`src/cim_pkg.sv`:
```
// Package with register map, field positions and reset values for the interrupt mask block.
package cim_pkg;
   localparam logic [7:0] CIM_MASK_ADDR = 8'hA8;
   localparam logic [7:0] CIM_AUX_ADDR = 8'hA6;
   localparam logic [7:0] CIM_MASK_RESET = 8'h00;
   localparam logic [7:0] CIM_AUX_RESET = 8'h00;
   localparam logic [7:0] CIM_RDATA_RESET = 8'h00;
   localparam logic [7:0] CIM_UNMAPPED_RDATA = 8'h00;
   localparam int CIM_GLOBAL_BIT = 7;
   localparam int CIM_SER1_BIT = 6;
   localparam int CIM_TMR2_BIT = 5;
   localparam int CIM_SER0_BIT = 4;
   localparam int CIM_TMR1_BIT = 3;
   localparam int CIM_EXT1_BIT = 2;
   localparam int CIM_TMR0_BIT = 1;
   localparam int CIM_EXT0_BIT = 0;
   localparam int CIM_NSRC = 7;
   localparam int CIM_NAUX = 8;
endpackage

```
`src/cim_gate_if.sv`:
```
// Interface carrying flags and enables to the gate module and pending requests back from it.
`timescale 1ns/10ps
interface cim_gate_if #(parameter int N = 7);
   logic [N-1:0] flag;
   logic [N-1:0] mask;
   logic global_en;
   logic [N-1:0] pend;
   modport gate (input flag, input mask, input global_en, output pend);
   modport ctrl (output flag, output mask, output global_en, input pend);
endinterface

```
`src/cim_gate.sv`:
```
// Registered AND gate of flag, individual enable and global enable.
`timescale 1ns/10ps
module cim_gate #(
   parameter int N = 7
) (
   input wire logic i_clk,
   input wire logic i_rst,
   cim_gate_if.gate g
);
   typedef struct packed {
      logic [N-1:0] pend_r;
   } cim_gate_state_type;
   cim_gate_state_type st_r;
   cim_gate_state_type st_nxt;

   always_comb begin
      st_nxt = st_r;
      st_nxt.pend_r = g.flag & g.mask & {N{g.global_en}};
   end

   always_ff @(posedge i_clk) begin
      if (i_rst) begin
         st_r <= '0;
      end else begin
         st_r <= st_nxt;
      end
   end

   assign g.pend = st_r.pend_r;
endmodule

```
`src/cim_core_irq_mask.sv`:
```
// Core interrupt enable register with global masking and auxiliary enable register.
`timescale 1ns/10ps
module cim_core_irq_mask
   import cim_pkg::*;
(
   input wire logic I_CLK,
   input wire logic I_RST,
   input wire logic [7:0] I_SFR_ADDR,
   input wire logic I_SFR_WR,
   input wire logic I_SFR_RD,
   input wire logic [7:0] I_SFR_WDATA,
   input wire logic I_SERIAL1_RX_FLAG,
   input wire logic I_SERIAL1_TX_FLAG,
   input wire logic I_TIMER2_OVERFLOW_FLAG,
   input wire logic I_SERIAL0_RX_FLAG,
   input wire logic I_SERIAL0_TX_FLAG,
   input wire logic I_TIMER1_FLAG,
   input wire logic I_EXT1_FLAG,
   input wire logic I_TIMER0_FLAG,
   input wire logic I_EXT0_FLAG,
   input wire logic [CIM_NAUX-1:0] I_AUX_FLAGS,
   output logic [7:0] O_SFR_RDATA,
   output logic [CIM_NSRC-1:0] O_CORE_PEND,
   output logic [CIM_NAUX-1:0] O_AUX_PEND
);
   typedef struct packed {
      logic [7:0] core_interrupt_mask_r;
      logic [7:0] aux_irq_mask_reg_r;
      logic [7:0] rdata_r;
      logic [CIM_NAUX-1:0] aux_pend_r;
   } cim_state_type;
   cim_state_type st_r;
   cim_state_type st_nxt;

   cim_gate_if #(.N(CIM_NSRC)) core_g ();
   logic [CIM_NSRC-1:0] src_flags;

   // Serial ports merge receive and transmit flags into one request each.
   always_comb begin
      src_flags = '0;
      src_flags[CIM_SER1_BIT] = I_SERIAL1_RX_FLAG | I_SERIAL1_TX_FLAG;
      src_flags[CIM_TMR2_BIT] = I_TIMER2_OVERFLOW_FLAG;
      src_flags[CIM_SER0_BIT] = I_SERIAL0_RX_FLAG | I_SERIAL0_TX_FLAG;
      src_flags[CIM_TMR1_BIT] = I_TIMER1_FLAG;
      src_flags[CIM_EXT1_BIT] = I_EXT1_FLAG;
      src_flags[CIM_TMR0_BIT] = I_TIMER0_FLAG;
      src_flags[CIM_EXT0_BIT] = I_EXT0_FLAG;
   end

   assign core_g.flag = src_flags;
   assign core_g.mask = st_r.core_interrupt_mask_r[CIM_NSRC-1:0];
   assign core_g.global_en = st_r.core_interrupt_mask_r[CIM_GLOBAL_BIT];

   // Requests are registered, so a flag reaches the core one edge late; outputs stay on flops.
   cim_gate #(.N(CIM_NSRC)) u_core_gate (
      .i_clk(I_CLK),
      .i_rst(I_RST),
      .g(core_g.gate)
   );

   always_comb begin
      st_nxt = st_r;
      if (I_SFR_WR && I_SFR_ADDR == CIM_MASK_ADDR) begin
         st_nxt.core_interrupt_mask_r = I_SFR_WDATA;
      end
      if (I_SFR_WR && I_SFR_ADDR == CIM_AUX_ADDR) begin
         st_nxt.aux_irq_mask_reg_r = I_SFR_WDATA;
      end
      // The read mux looks at the current registers, so a read beside a write sees the old value.
      if (I_SFR_RD) begin
         case (I_SFR_ADDR)
            CIM_MASK_ADDR: st_nxt.rdata_r = st_r.core_interrupt_mask_r;
            CIM_AUX_ADDR: st_nxt.rdata_r = st_r.aux_irq_mask_reg_r;
            default: st_nxt.rdata_r = CIM_UNMAPPED_RDATA;
         endcase
      end
      // The global enable is deliberately absent here.
      st_nxt.aux_pend_r = I_AUX_FLAGS & st_r.aux_irq_mask_reg_r;
   end

   always_ff @(posedge I_CLK) begin
      if (I_RST) begin
         st_r <= '{CIM_MASK_RESET, CIM_AUX_RESET, CIM_RDATA_RESET, '0};
      end else begin
         st_r <= st_nxt;
      end
   end

   assign O_SFR_RDATA = st_r.rdata_r;
   assign O_CORE_PEND = core_g.pend;
   assign O_AUX_PEND = st_r.aux_pend_r;

   global_block_a: assert property (@(posedge I_CLK) disable iff (I_RST)
      !st_r.core_interrupt_mask_r[CIM_GLOBAL_BIT] |=> O_CORE_PEND == '0)
      else $error("Core request seen while global enable clear.");
   global_pass_a: assert property (@(posedge I_CLK) disable iff (I_RST)
      st_r.core_interrupt_mask_r[CIM_GLOBAL_BIT] |=>
      O_CORE_PEND == ($past(src_flags) & $past(st_r.core_interrupt_mask_r[CIM_NSRC-1:0])))
      else $error("Core request does not follow individual enables.");
   pend_cause_a: assert property (@(posedge I_CLK) disable iff (I_RST)
      O_CORE_PEND[CIM_EXT0_BIT] |-> $past(I_EXT0_FLAG) &&
      $past(st_r.core_interrupt_mask_r[CIM_EXT0_BIT]) &&
      $past(st_r.core_interrupt_mask_r[CIM_GLOBAL_BIT]))
      else $error("External 0 request without all three causes.");
   ser1_mask_a: assert property (@(posedge I_CLK) disable iff (I_RST)
      (I_SERIAL1_TX_FLAG && st_r.core_interrupt_mask_r[CIM_SER1_BIT] &&
      st_r.core_interrupt_mask_r[CIM_GLOBAL_BIT]) |=> O_CORE_PEND[CIM_SER1_BIT])
      else $error("Serial 1 transmit request lost.");
   tmr2_mask_a: assert property (@(posedge I_CLK) disable iff (I_RST)
      !st_r.core_interrupt_mask_r[CIM_TMR2_BIT] |=> !O_CORE_PEND[CIM_TMR2_BIT])
      else $error("Timer 2 request passed while disabled.");
   ser0_mask_a: assert property (@(posedge I_CLK) disable iff (I_RST)
      (I_SERIAL0_RX_FLAG && st_r.core_interrupt_mask_r[CIM_SER0_BIT] &&
      st_r.core_interrupt_mask_r[CIM_GLOBAL_BIT]) |=> O_CORE_PEND[CIM_SER0_BIT])
      else $error("Serial 0 receive request lost.");
   global_write_a: assert property (@(posedge I_CLK) disable iff (I_RST)
      (I_SFR_WR && I_SFR_ADDR == CIM_MASK_ADDR && !I_SFR_WDATA[CIM_GLOBAL_BIT])
      |=> ##1 O_CORE_PEND == '0)
      else $error("Clearing global enable did not mask sources.");
   aux_indep_a: assert property (@(posedge I_CLK) disable iff (I_RST)
      1'b1 |=> O_AUX_PEND == ($past(I_AUX_FLAGS) & $past(st_r.aux_irq_mask_reg_r)))
      else $error("Auxiliary request not independent of global enable.");

   // Register file: a write lands one edge later, and nothing but a write or reset moves a mask.
   mask_write_a: assert property (@(posedge I_CLK) disable iff (I_RST)
      (I_SFR_WR && I_SFR_ADDR == CIM_MASK_ADDR) |=>
      st_r.core_interrupt_mask_r == $past(I_SFR_WDATA))
      else $error("Enable register write did not land.");
   aux_write_a: assert property (@(posedge I_CLK) disable iff (I_RST)
      (I_SFR_WR && I_SFR_ADDR == CIM_AUX_ADDR) |=>
      st_r.aux_irq_mask_reg_r == $past(I_SFR_WDATA))
      else $error("Auxiliary enable register write did not land.");
   mask_hold_a: assert property (@(posedge I_CLK) disable iff (I_RST)
      !(I_SFR_WR && I_SFR_ADDR == CIM_MASK_ADDR) |=> $stable(st_r.core_interrupt_mask_r))
      else $error("Enable register changed without a write.");
   aux_hold_a: assert property (@(posedge I_CLK) disable iff (I_RST)
      !(I_SFR_WR && I_SFR_ADDR == CIM_AUX_ADDR) |=> $stable(st_r.aux_irq_mask_reg_r))
      else $error("Auxiliary enable register changed without a write.");
   reset_clear_a: assert property (@(posedge I_CLK) I_RST |=>
      st_r.core_interrupt_mask_r == CIM_MASK_RESET &&
      st_r.aux_irq_mask_reg_r == CIM_AUX_RESET && O_SFR_RDATA == CIM_RDATA_RESET &&
      O_CORE_PEND == '0 && O_AUX_PEND == '0)
      else $error("Reset left a mask, read data or request set.");
   rd_mask_a: assert property (@(posedge I_CLK) disable iff (I_RST)
      (I_SFR_RD && I_SFR_ADDR == CIM_MASK_ADDR) |=>
      O_SFR_RDATA == $past(st_r.core_interrupt_mask_r))
      else $error("Enable register read returned a wrong value.");
   rd_aux_a: assert property (@(posedge I_CLK) disable iff (I_RST)
      (I_SFR_RD && I_SFR_ADDR == CIM_AUX_ADDR) |=>
      O_SFR_RDATA == $past(st_r.aux_irq_mask_reg_r))
      else $error("Auxiliary register read returned a wrong value.");
   rd_unmapped_a: assert property (@(posedge I_CLK) disable iff (I_RST)
      (I_SFR_RD && I_SFR_ADDR != CIM_MASK_ADDR && I_SFR_ADDR != CIM_AUX_ADDR) |=>
      O_SFR_RDATA == CIM_UNMAPPED_RDATA)
      else $error("Unmapped read did not return the idle value.");
   rd_hold_a: assert property (@(posedge I_CLK) disable iff (I_RST)
      !I_SFR_RD |=> $stable(O_SFR_RDATA))
      else $error("Read data moved without a read.");

   // Request path: a core source needs its flag, its own enable and the global enable; an auxiliary one needs no global enable.
   ser1_rx_a: assert property (@(posedge I_CLK) disable iff (I_RST)
      (I_SERIAL1_RX_FLAG && st_r.core_interrupt_mask_r[CIM_SER1_BIT] &&
      st_r.core_interrupt_mask_r[CIM_GLOBAL_BIT]) |=> O_CORE_PEND[CIM_SER1_BIT])
      else $error("Serial 1 receive request lost.");
   ser1_block_a: assert property (@(posedge I_CLK) disable iff (I_RST)
      !st_r.core_interrupt_mask_r[CIM_SER1_BIT] |=> !O_CORE_PEND[CIM_SER1_BIT])
      else $error("Serial 1 request passed while disabled.");
   tmr2_pass_a: assert property (@(posedge I_CLK) disable iff (I_RST)
      (I_TIMER2_OVERFLOW_FLAG && st_r.core_interrupt_mask_r[CIM_TMR2_BIT] &&
      st_r.core_interrupt_mask_r[CIM_GLOBAL_BIT]) |=> O_CORE_PEND[CIM_TMR2_BIT])
      else $error("Timer 2 overflow request lost.");
   ser0_tx_a: assert property (@(posedge I_CLK) disable iff (I_RST)
      (I_SERIAL0_TX_FLAG && st_r.core_interrupt_mask_r[CIM_SER0_BIT] &&
      st_r.core_interrupt_mask_r[CIM_GLOBAL_BIT]) |=> O_CORE_PEND[CIM_SER0_BIT])
      else $error("Serial 0 transmit request lost.");
   ser0_block_a: assert property (@(posedge I_CLK) disable iff (I_RST)
      !st_r.core_interrupt_mask_r[CIM_SER0_BIT] |=> !O_CORE_PEND[CIM_SER0_BIT])
      else $error("Serial 0 request passed while disabled.");
   tmr1_pass_a: assert property (@(posedge I_CLK) disable iff (I_RST)
      (I_TIMER1_FLAG && st_r.core_interrupt_mask_r[CIM_TMR1_BIT] &&
      st_r.core_interrupt_mask_r[CIM_GLOBAL_BIT]) |=> O_CORE_PEND[CIM_TMR1_BIT])
      else $error("Timer 1 request lost.");
   tmr1_block_a: assert property (@(posedge I_CLK) disable iff (I_RST)
      !st_r.core_interrupt_mask_r[CIM_TMR1_BIT] |=> !O_CORE_PEND[CIM_TMR1_BIT])
      else $error("Timer 1 request passed while disabled.");
   ext1_pass_a: assert property (@(posedge I_CLK) disable iff (I_RST)
      (I_EXT1_FLAG && st_r.core_interrupt_mask_r[CIM_EXT1_BIT] &&
      st_r.core_interrupt_mask_r[CIM_GLOBAL_BIT]) |=> O_CORE_PEND[CIM_EXT1_BIT])
      else $error("External 1 request lost.");
   tmr0_pass_a: assert property (@(posedge I_CLK) disable iff (I_RST)
      (I_TIMER0_FLAG && st_r.core_interrupt_mask_r[CIM_TMR0_BIT] &&
      st_r.core_interrupt_mask_r[CIM_GLOBAL_BIT]) |=> O_CORE_PEND[CIM_TMR0_BIT])
      else $error("Timer 0 request lost.");
   ext0_pass_a: assert property (@(posedge I_CLK) disable iff (I_RST)
      (I_EXT0_FLAG && st_r.core_interrupt_mask_r[CIM_EXT0_BIT] &&
      st_r.core_interrupt_mask_r[CIM_GLOBAL_BIT]) |=> O_CORE_PEND[CIM_EXT0_BIT])
      else $error("External 0 request lost.");
   ext0_block_a: assert property (@(posedge I_CLK) disable iff (I_RST)
      !st_r.core_interrupt_mask_r[CIM_EXT0_BIT] |=> !O_CORE_PEND[CIM_EXT0_BIT])
      else $error("External 0 request passed while disabled.");
   no_flag_a: assert property (@(posedge I_CLK) disable iff (I_RST)
      1'b1 |=> (O_CORE_PEND & ~$past(src_flags)) == '0)
      else $error("Core request raised without its flag.");
   own_mask_a: assert property (@(posedge I_CLK) disable iff (I_RST)
      1'b1 |=> (O_CORE_PEND & ~$past(st_r.core_interrupt_mask_r[CIM_NSRC-1:0])) == '0)
      else $error("Core request raised without its own enable.");
   aux_no_flag_a: assert property (@(posedge I_CLK) disable iff (I_RST)
      1'b1 |=> (O_AUX_PEND & ~$past(I_AUX_FLAGS)) == '0)
      else $error("Auxiliary request raised without its flag.");
   aux_own_mask_a: assert property (@(posedge I_CLK) disable iff (I_RST)
      1'b1 |=> (O_AUX_PEND & ~$past(st_r.aux_irq_mask_reg_r)) == '0)
      else $error("Auxiliary request raised without its enable.");
   aux_global_off_a: assert property (@(posedge I_CLK) disable iff (I_RST)
      !st_r.core_interrupt_mask_r[CIM_GLOBAL_BIT] |=>
      O_AUX_PEND == ($past(I_AUX_FLAGS) & $past(st_r.aux_irq_mask_reg_r)))
      else $error("Auxiliary request blocked by the global enable.");
endmodule

```
`config.mk`:
```
export PLATFORM = sky130hd
export DESIGN_NAME = cim_core_irq_mask
export DESIGN_NICKNAME = d
export VERILOG_FILES = /design/src/cim_pkg.sv /design/src/cim_gate_if.sv /design/src/cim_gate.sv /design/src/cim_core_irq_mask.sv
export SDC_FILE = /design/constraint.sdc
export NUM_CORES = 1
export LEC_CHECK = 0
export ABC_AREA = 1
export BUFFER_PORTS_ARGS = -buffer_cell sky130_fd_sc_hd__buf_2
export CAP_MARGIN = 30
export CORE_MARGIN = 2
export CORE_UTILIZATION = 53
export DETAILED_ROUTE_END_ITERATION = 7
export PLACE_DENSITY_LB_ADDON = 0.25
export SLEW_MARGIN = 25
export SYNTH_ARGS = -nofsm -noshare
export SYNTH_HDL_FRONTEND = slang
export SYNTH_SLANG_ARGS = --single-unit
```
`constraint.sdc`:
```
create_clock -name I_CLK -period 1.7 [get_ports I_CLK]
set_input_delay 0.255 -clock I_CLK [delete_from_list [all_inputs] [get_ports I_CLK]]
set_output_delay 0.255 -clock I_CLK [all_outputs]
set_load 0.02 [all_outputs]
```
==> results of run 1 <==
power groups by stage:
stage               registers, W  clock network [W]  logic [W]
floorplan               0.000948                  0  0.0000944
global placement        0.000949                  0   0.000143
detailed placement      0.000950                  0   0.000144
CTS                     0.000929           0.000775   0.000145
global route            0.000931           0.000811   0.000161
finish                  0.000929           0.000753   0.000143
flip-flops by register name, indices dropped and copies added (netlist names):
signal / cells
u_core_gate.g.pend: 7
core_g.mask: 7
O_SFR_RDATA: 8
O_AUX_PEND: 8
st_r: 8
core_g.global_en: 1
kinds of logic (layout without fill, tap and decap cells):
family / after synthesis / count (layout)
flops: 39 / 39
compound gates: 2 / 2
buf+inv: 55 / 100
simple gates: 152 / 152
cell type report:
class / count / area, sq um / share of cell area
clock buffer: 6 / 41.3 / 0.0199
clock inverter: 2 / 60.1 / 0.0290
inverter: 31 / 116 / 0.0561
multi-input combinational: 154 / 707 / 0.341
sequential: 39 / 781 / 0.377
tap: 46 / 57.6 / 0.0278
timing repair buffer: 61 / 310 / 0.150
synthesized netlist by cell type:
library cell	instances	area share
buf_2	2	0.0056
nand3_4	2	0.020
clkbuf_8	1	0.0077
buf_4	17	0.071
nor2_8	3	0.034
inv_1	28	0.059
dfxtp_1	39	0.44
nand3_1	24	0.067
nand2_1	52	0.11
buf_6	2	0.013
inv_2	2	0.0042
nor2_1	63	0.13
clkbuf_1	2	0.0042
clkinv_1	1	0.0021
nand2_2	8	0.028
o21ai_0	2	0.0056
path summary, 6_finish.rpt:
kind | startpoint | end | slack [ns] | depth (start not counted)
setup / recovery | O_SFR_RDATA[3]$_SDFFE_PP0P_ | O_SFR_RDATA[3] | 0.56 | 1
hold / removal | I_AUX_FLAGS[3] | O_AUX_PEND[3]$_SDFF_PP0_ | 0.10 | 3
setup reg to reg | core_g.global_en$_SDFFE_PP0P_ | u_core_gate.g.pend[4]$_SDFF_PP0_ | 0.92 | 2
hold reg to reg | st_r[23]$_SDFFE_PP0P_ | O_AUX_PEND[7]$_SDFF_PP0_ | 0.46 | 2
per-stage QoR:
stage	instances	total power [W]
CTS	339	0.00185
global route	339	0.00190
floorplan	248	0.00104
global placement	331	0.00109
finish	339	0.00182
detailed placement	331	0.00109
layer usage:
layer,part of all wire,up-vias
met4,0.024,0
met5,0,-
li1,-,812
met1,0.48,596
met3,0.059,7
met2,0.44,46
worst min-delay path, cell delays in order:
cell     delay (ns)
buf_2          0.10
nand2_1        0.05
nor2_1         0.03
==> impl_results.md, run 1 <==
- FMAX: 0.878 GHz
- CTS tree: built
- Fraction of synthesized cell area in xor and xnor cells: 0
- Sw Pwr: 0.000383 W
- First-pass GRT wire length: 5.24 mm
- Place WS: 0.401 ns
- Clock transition at path regs: 0.12 ns
- Yosys reg bits: 39
- Switching Share: 0.210
- Starting Density: 0.544
- GRT Total Usage: 0.192
- Register area share after synthesis: 0.437
- Vias: 1461
- Adder-cell share of the synthesized area: 0
- Synth Area in Simple Gates: 0.390
- Sequential share of power: 0.509
- Worst Skew: 0.0135 ns
- Buffers plus inverters on the worst setup path: 1
- WP data arrival: 0.88 ns
- Met2 usage: 0.295
- Final GP Congestion: 0.724
- Clock buffer depth: 2
- Filler cells: 310
- Post-Syn Nets: 285
- Status: finished clean
- Max_cap viols: 0
- Crit end category: output port
- CP cell instances: buf_2
- Final setup fails: 0
- Part of the power in combinational logic: 0.078
- Setup bufs post-CTS: 0
- Dpl cell area: 1970 sq um
- Most common cell after layout, fill and taps aside: nor2_1
- PortBufs: 59
- Number of antenna diodes: 0
- Mean Syn Cell Area: 7.20 sq um
- Wire length per cell: 9.47 um
- Layout cells sized above 1: 0.283
- Worst Tran Pin Value: 0.284 ns
- Setup TNS: 0 ns
- Largest family of logic cells by synthesized area: simple AND/OR/NAND/NOR gates
- Synthesized instance count: 248
- Full die area: 3850 sq um
- Fin. max-slew vios: 0
- Critical Path Fanout Max: 2
- Number of global-route vias before repair: 1261
- Nets: 329
- Die height: 62.0 um
- Mux cell area share after synthesis: 0
- CP Data Required Time: 1.44 ns
- Hpwl dp: 2.45 mm
- Layout overhead on the synthesized area: 16.1%
- Worst-Skew Late Latency: 0.36 ns
- Pin count of the biggest net entering global routing: 19
- Gr ovfl total: 0
- Number of library cell types mapped by synthesis: 16
- Crit path kind: reg -> out
- CP startpoint kind: flop
- Util after Layout: 0.631
- Gr busiest metal: met2
- Post-CTS sizing: 0
- Commonest non-fill, non-tap cells in the layout: 63 x nor2_1, 59 x buf_2, 52 x nand2_1
- Clock sinks: 39
- Routed Antenna Nets: 0
- Max rail drop VDD: 556 uV
- Met1 Track Usage GR: 0.246
- Synthesis Warnings: 0
- Tcrit/Tclk final: 0.670
- CTS H-Tree Depth: 2
- Worst rel slew slack: 0.810
- Cts hold-fix bufs: 0
- # IOs: 60
- Final Cell Area: 2070 sq um
- Total CTS buffers: 5
- CP top delay family: flip-flops
- Cell Rows: 21
- Final Hold Fails: 0
- Final min period: 1.14 ns
- CP peak stage delay: 0.36 ns
- RSZ-0062 raised after global routing: false
- Internal power: 0.00144 W
- Slowest CP cell: dfxtp_1
- CTS root buf: clkbuf_4
- Clock Power Share: 0.413
- Die Span X: 62.0 um
- Routed WL: 3.21 mm
- Power Density: 880 nW/um^2
- Mapped Area: 1790 sq um
- Vias per cell: 4.31
- Total iterations of the first detailed-routing run: 4
- Routing usage on met3: 0.0435
- DRC: 0
- Core Area: 3280 sq um
- Final WS setup: 0.561 ns
- Antenna violations before repair: 0
- Worst hold slack: 0.102 ns
- Hold Path Class: in -> reg
- Compound-cell area share of the yosys netlist: 0.00561
- 1st-iter DRT viols: 58
- P_leak: 1.15 nW
Note: power is estimated with default switching activity, not from simulation.
==> inputs of run 2 (changes only) <==
Settings changed: CORE_UTILIZATION 53 to 49.
Clock period 1.7 ns to 1.1 ns, I/O delays scaled along.
==> run 2 against run 1 <==
Sequential cell count is the same. Die area up 7.6%. Clock power is 6.8% lower. Routed wire length increased by 8.6%.
==> impl_results.md, run 2 (synthesis results as in run 1) <==
- CP peak stage delay: 0.35 ns
- P_leak: 1.15 nW
- Cell depth of the worst hold path: 3
- Core Area: 3420 sq um
- # IOs: 60
- Cts hold-fix bufs: 0
- RR Endpoint: u_core_gate.g.pend[2]$_SDFF_PP0_
- First-pass GRT wire length: 6.07 mm
- CP cell instances: buf_2
- Max_cap viols: 0
- Crit path kind: reg -> out
- Clock Power Share: 0.296
- Sequential share of power: 0.606
- FMAX: 0.970 GHz
- Total power: 0.00237 W
- Final Hold Fails: 0
- Final Cell Area: 2070 sq um
- RSZ-0062 raised after global routing: false
- Reg2Reg Setup Slack: 0.34 ns
- Crit end category: output port
- Internal power: 0.00178 W
- Layout overhead on the synthesized area: 15.9%
- Routed WL: 3.49 mm
- Max rail drop VDD: 715 uV
- Number of global-route vias before repair: 1380
- Clock sinks: 39
- Worst Tran Pin Value: 0.295 ns
- DRC: 0
- Slowest CP cell: dfxtp_1
- Status: finished clean
- Filler cells: 339
- Worst Reg-to-Reg Cells: 2
- Total iterations of the first detailed-routing run: 4
- Worst-Skew Late Latency: 0.35 ns
- Tcrit/Tclk final: 0.937
- WP data arrival: 0.87 ns
- Dpl cell area: 2020 sq um
- CP startpoint kind: flop
- Hold Path Class: in -> reg
- GRT Total Usage: 0.192
- Clock buffer depth: 2
- Worst Skew: 0.00938 ns
- Util after Layout: 0.606
- Die height: 64.4 um
- Setup TNS: 0 ns
- Worst hold start: I_TIMER2_OVERFLOW_FLAG
- Final min period: 1.03 ns
- Switching Share: 0.251
- 1st-iter DRT viols: 56
- Vias: 1503
- Power Density: 1140 nW/um^2
- Buffers plus inverters on the worst setup path: 1
- Routed Antenna Nets: 0
- Nets: 332
- Full die area: 4140 sq um
- CP Data Required Time: 0.94 ns
- PortBufs: 59
- Starting Density: 0.523
- Sw Pwr: 0.000594 W
- CTS root buf: clkbuf_4
- Gr ovfl total: 0
- Critical Path Fanout Max: 2
- Post-CTS sizing: 0
- CP top delay family: flip-flops
- Most common cell after layout, fill and taps aside: nor2_1
- Clock transition at path regs: 0.11 ns
- Part of the power in combinational logic: 0.098
- Total CTS buffers: 5
- Antenna violations before repair: 0
- Pin count of the biggest net entering global routing: 17
- Die Span X: 64.4 um
- Area occupied by multi-input gates: 707 sq um
- Hold Path End: u_core_gate.g.pend[5]$_SDFF_PP0_
- Final GP Congestion: 0.720
- Commonest non-fill, non-tap cells in the layout: 63 x nor2_1, 59 x buf_2, 52 x nand2_1
- Wire length per cell: 10.2 um
- Number of antenna diodes: 0
- Worst rel slew slack: 0.803
- CTS tree: built
- Cell Rows: 21
- Sequential cell area: 781 sq um
- Vias per cell: 4.39
- Final setup fails: 0
- CTS H-Tree Depth: 2
- Layout cells sized above 1: 0.287
- Setup bufs post-CTS: 0
- Worst r2r src: core_g.global_en$_SDFFE_PP0P_
- Hpwl dp: 2.64 mm
- Worst hold slack: 0.0277 ns
- Fin. max-slew vios: 0
run 2: changes by cell type in the layout (fill, tap and decap cells not counted), sizes merged:
cell,before,now
clkbuf,6,7
clkinv,1,2
bufinv,2,0
buf,61,64
run 2: per-layer routing:
metal  wire length (um)  vias to the layer above  GRT usage
met3                221                        6     0.0722
met4                 68                        0     0.0798
met5                  0                        -          0
met2               1430                       45      0.288
li1                   -                      815          -
met1               1770                      637      0.247
run 2: how the worst max path moves through the flow:
stage                                      from                    end  slack (ns)  cells after the start
floorplan                         I_SFR_ADDR[4]  st_r[16]$_SDFFE_PP0P_        0.17                      7
global placement                  I_SFR_ADDR[3]  st_r[20]$_SDFFE_PP0P_        0.04                      7
detailed placement                I_SFR_ADDR[3]  st_r[21]$_SDFFE_PP0P_        0.04                      8
CTS                 O_SFR_RDATA[1]$_SDFFE_PP0P_         O_SFR_RDATA[1]        0.04                      1
global route        O_SFR_RDATA[1]$_SDFFE_PP0P_         O_SFR_RDATA[1]       0.005                      1
finish              O_SFR_RDATA[1]$_SDFFE_PP0P_         O_SFR_RDATA[1]        0.07                      1
run 2: power groups by stage:
stage / clock network (W) / logic [W] / registers, W
floorplan: 0 / 0.000146 / 0.00147
global placement: 0 / 0.000232 / 0.00147
detailed placement: 0 / 0.000234 / 0.00147
CTS: 0.000729 / 0.000235 / 0.00144
global route: 0.000782 / 0.000262 / 0.00144
finish: 0.000702 / 0.000232 / 0.00144
run 2: metrics by stage:
stage | setup WS [ns] | std cells
6_report | 0.0695 | 342
5_1_grt | 0.00460 | 342
4_1_cts | 0.0380 | 342
3_5_place_dp | 0.0366 | 334
3_3_place_gp | 0.0379 | 334
2_1_floorplan | 0.168 | 248
run 2: final cells by class:
class | instances | share of cell area
Sequential cell | 39 | 0.377
Multi-Input combinational cell | 154 | 0.342
Timing Repair Buffer | 64 | 0.173
Inverter | 31 | 0.0562
Tap cell | 46 | 0.0278
Clock buffer | 7 | 0.0218
Clock inverter | 1 | 0.00242
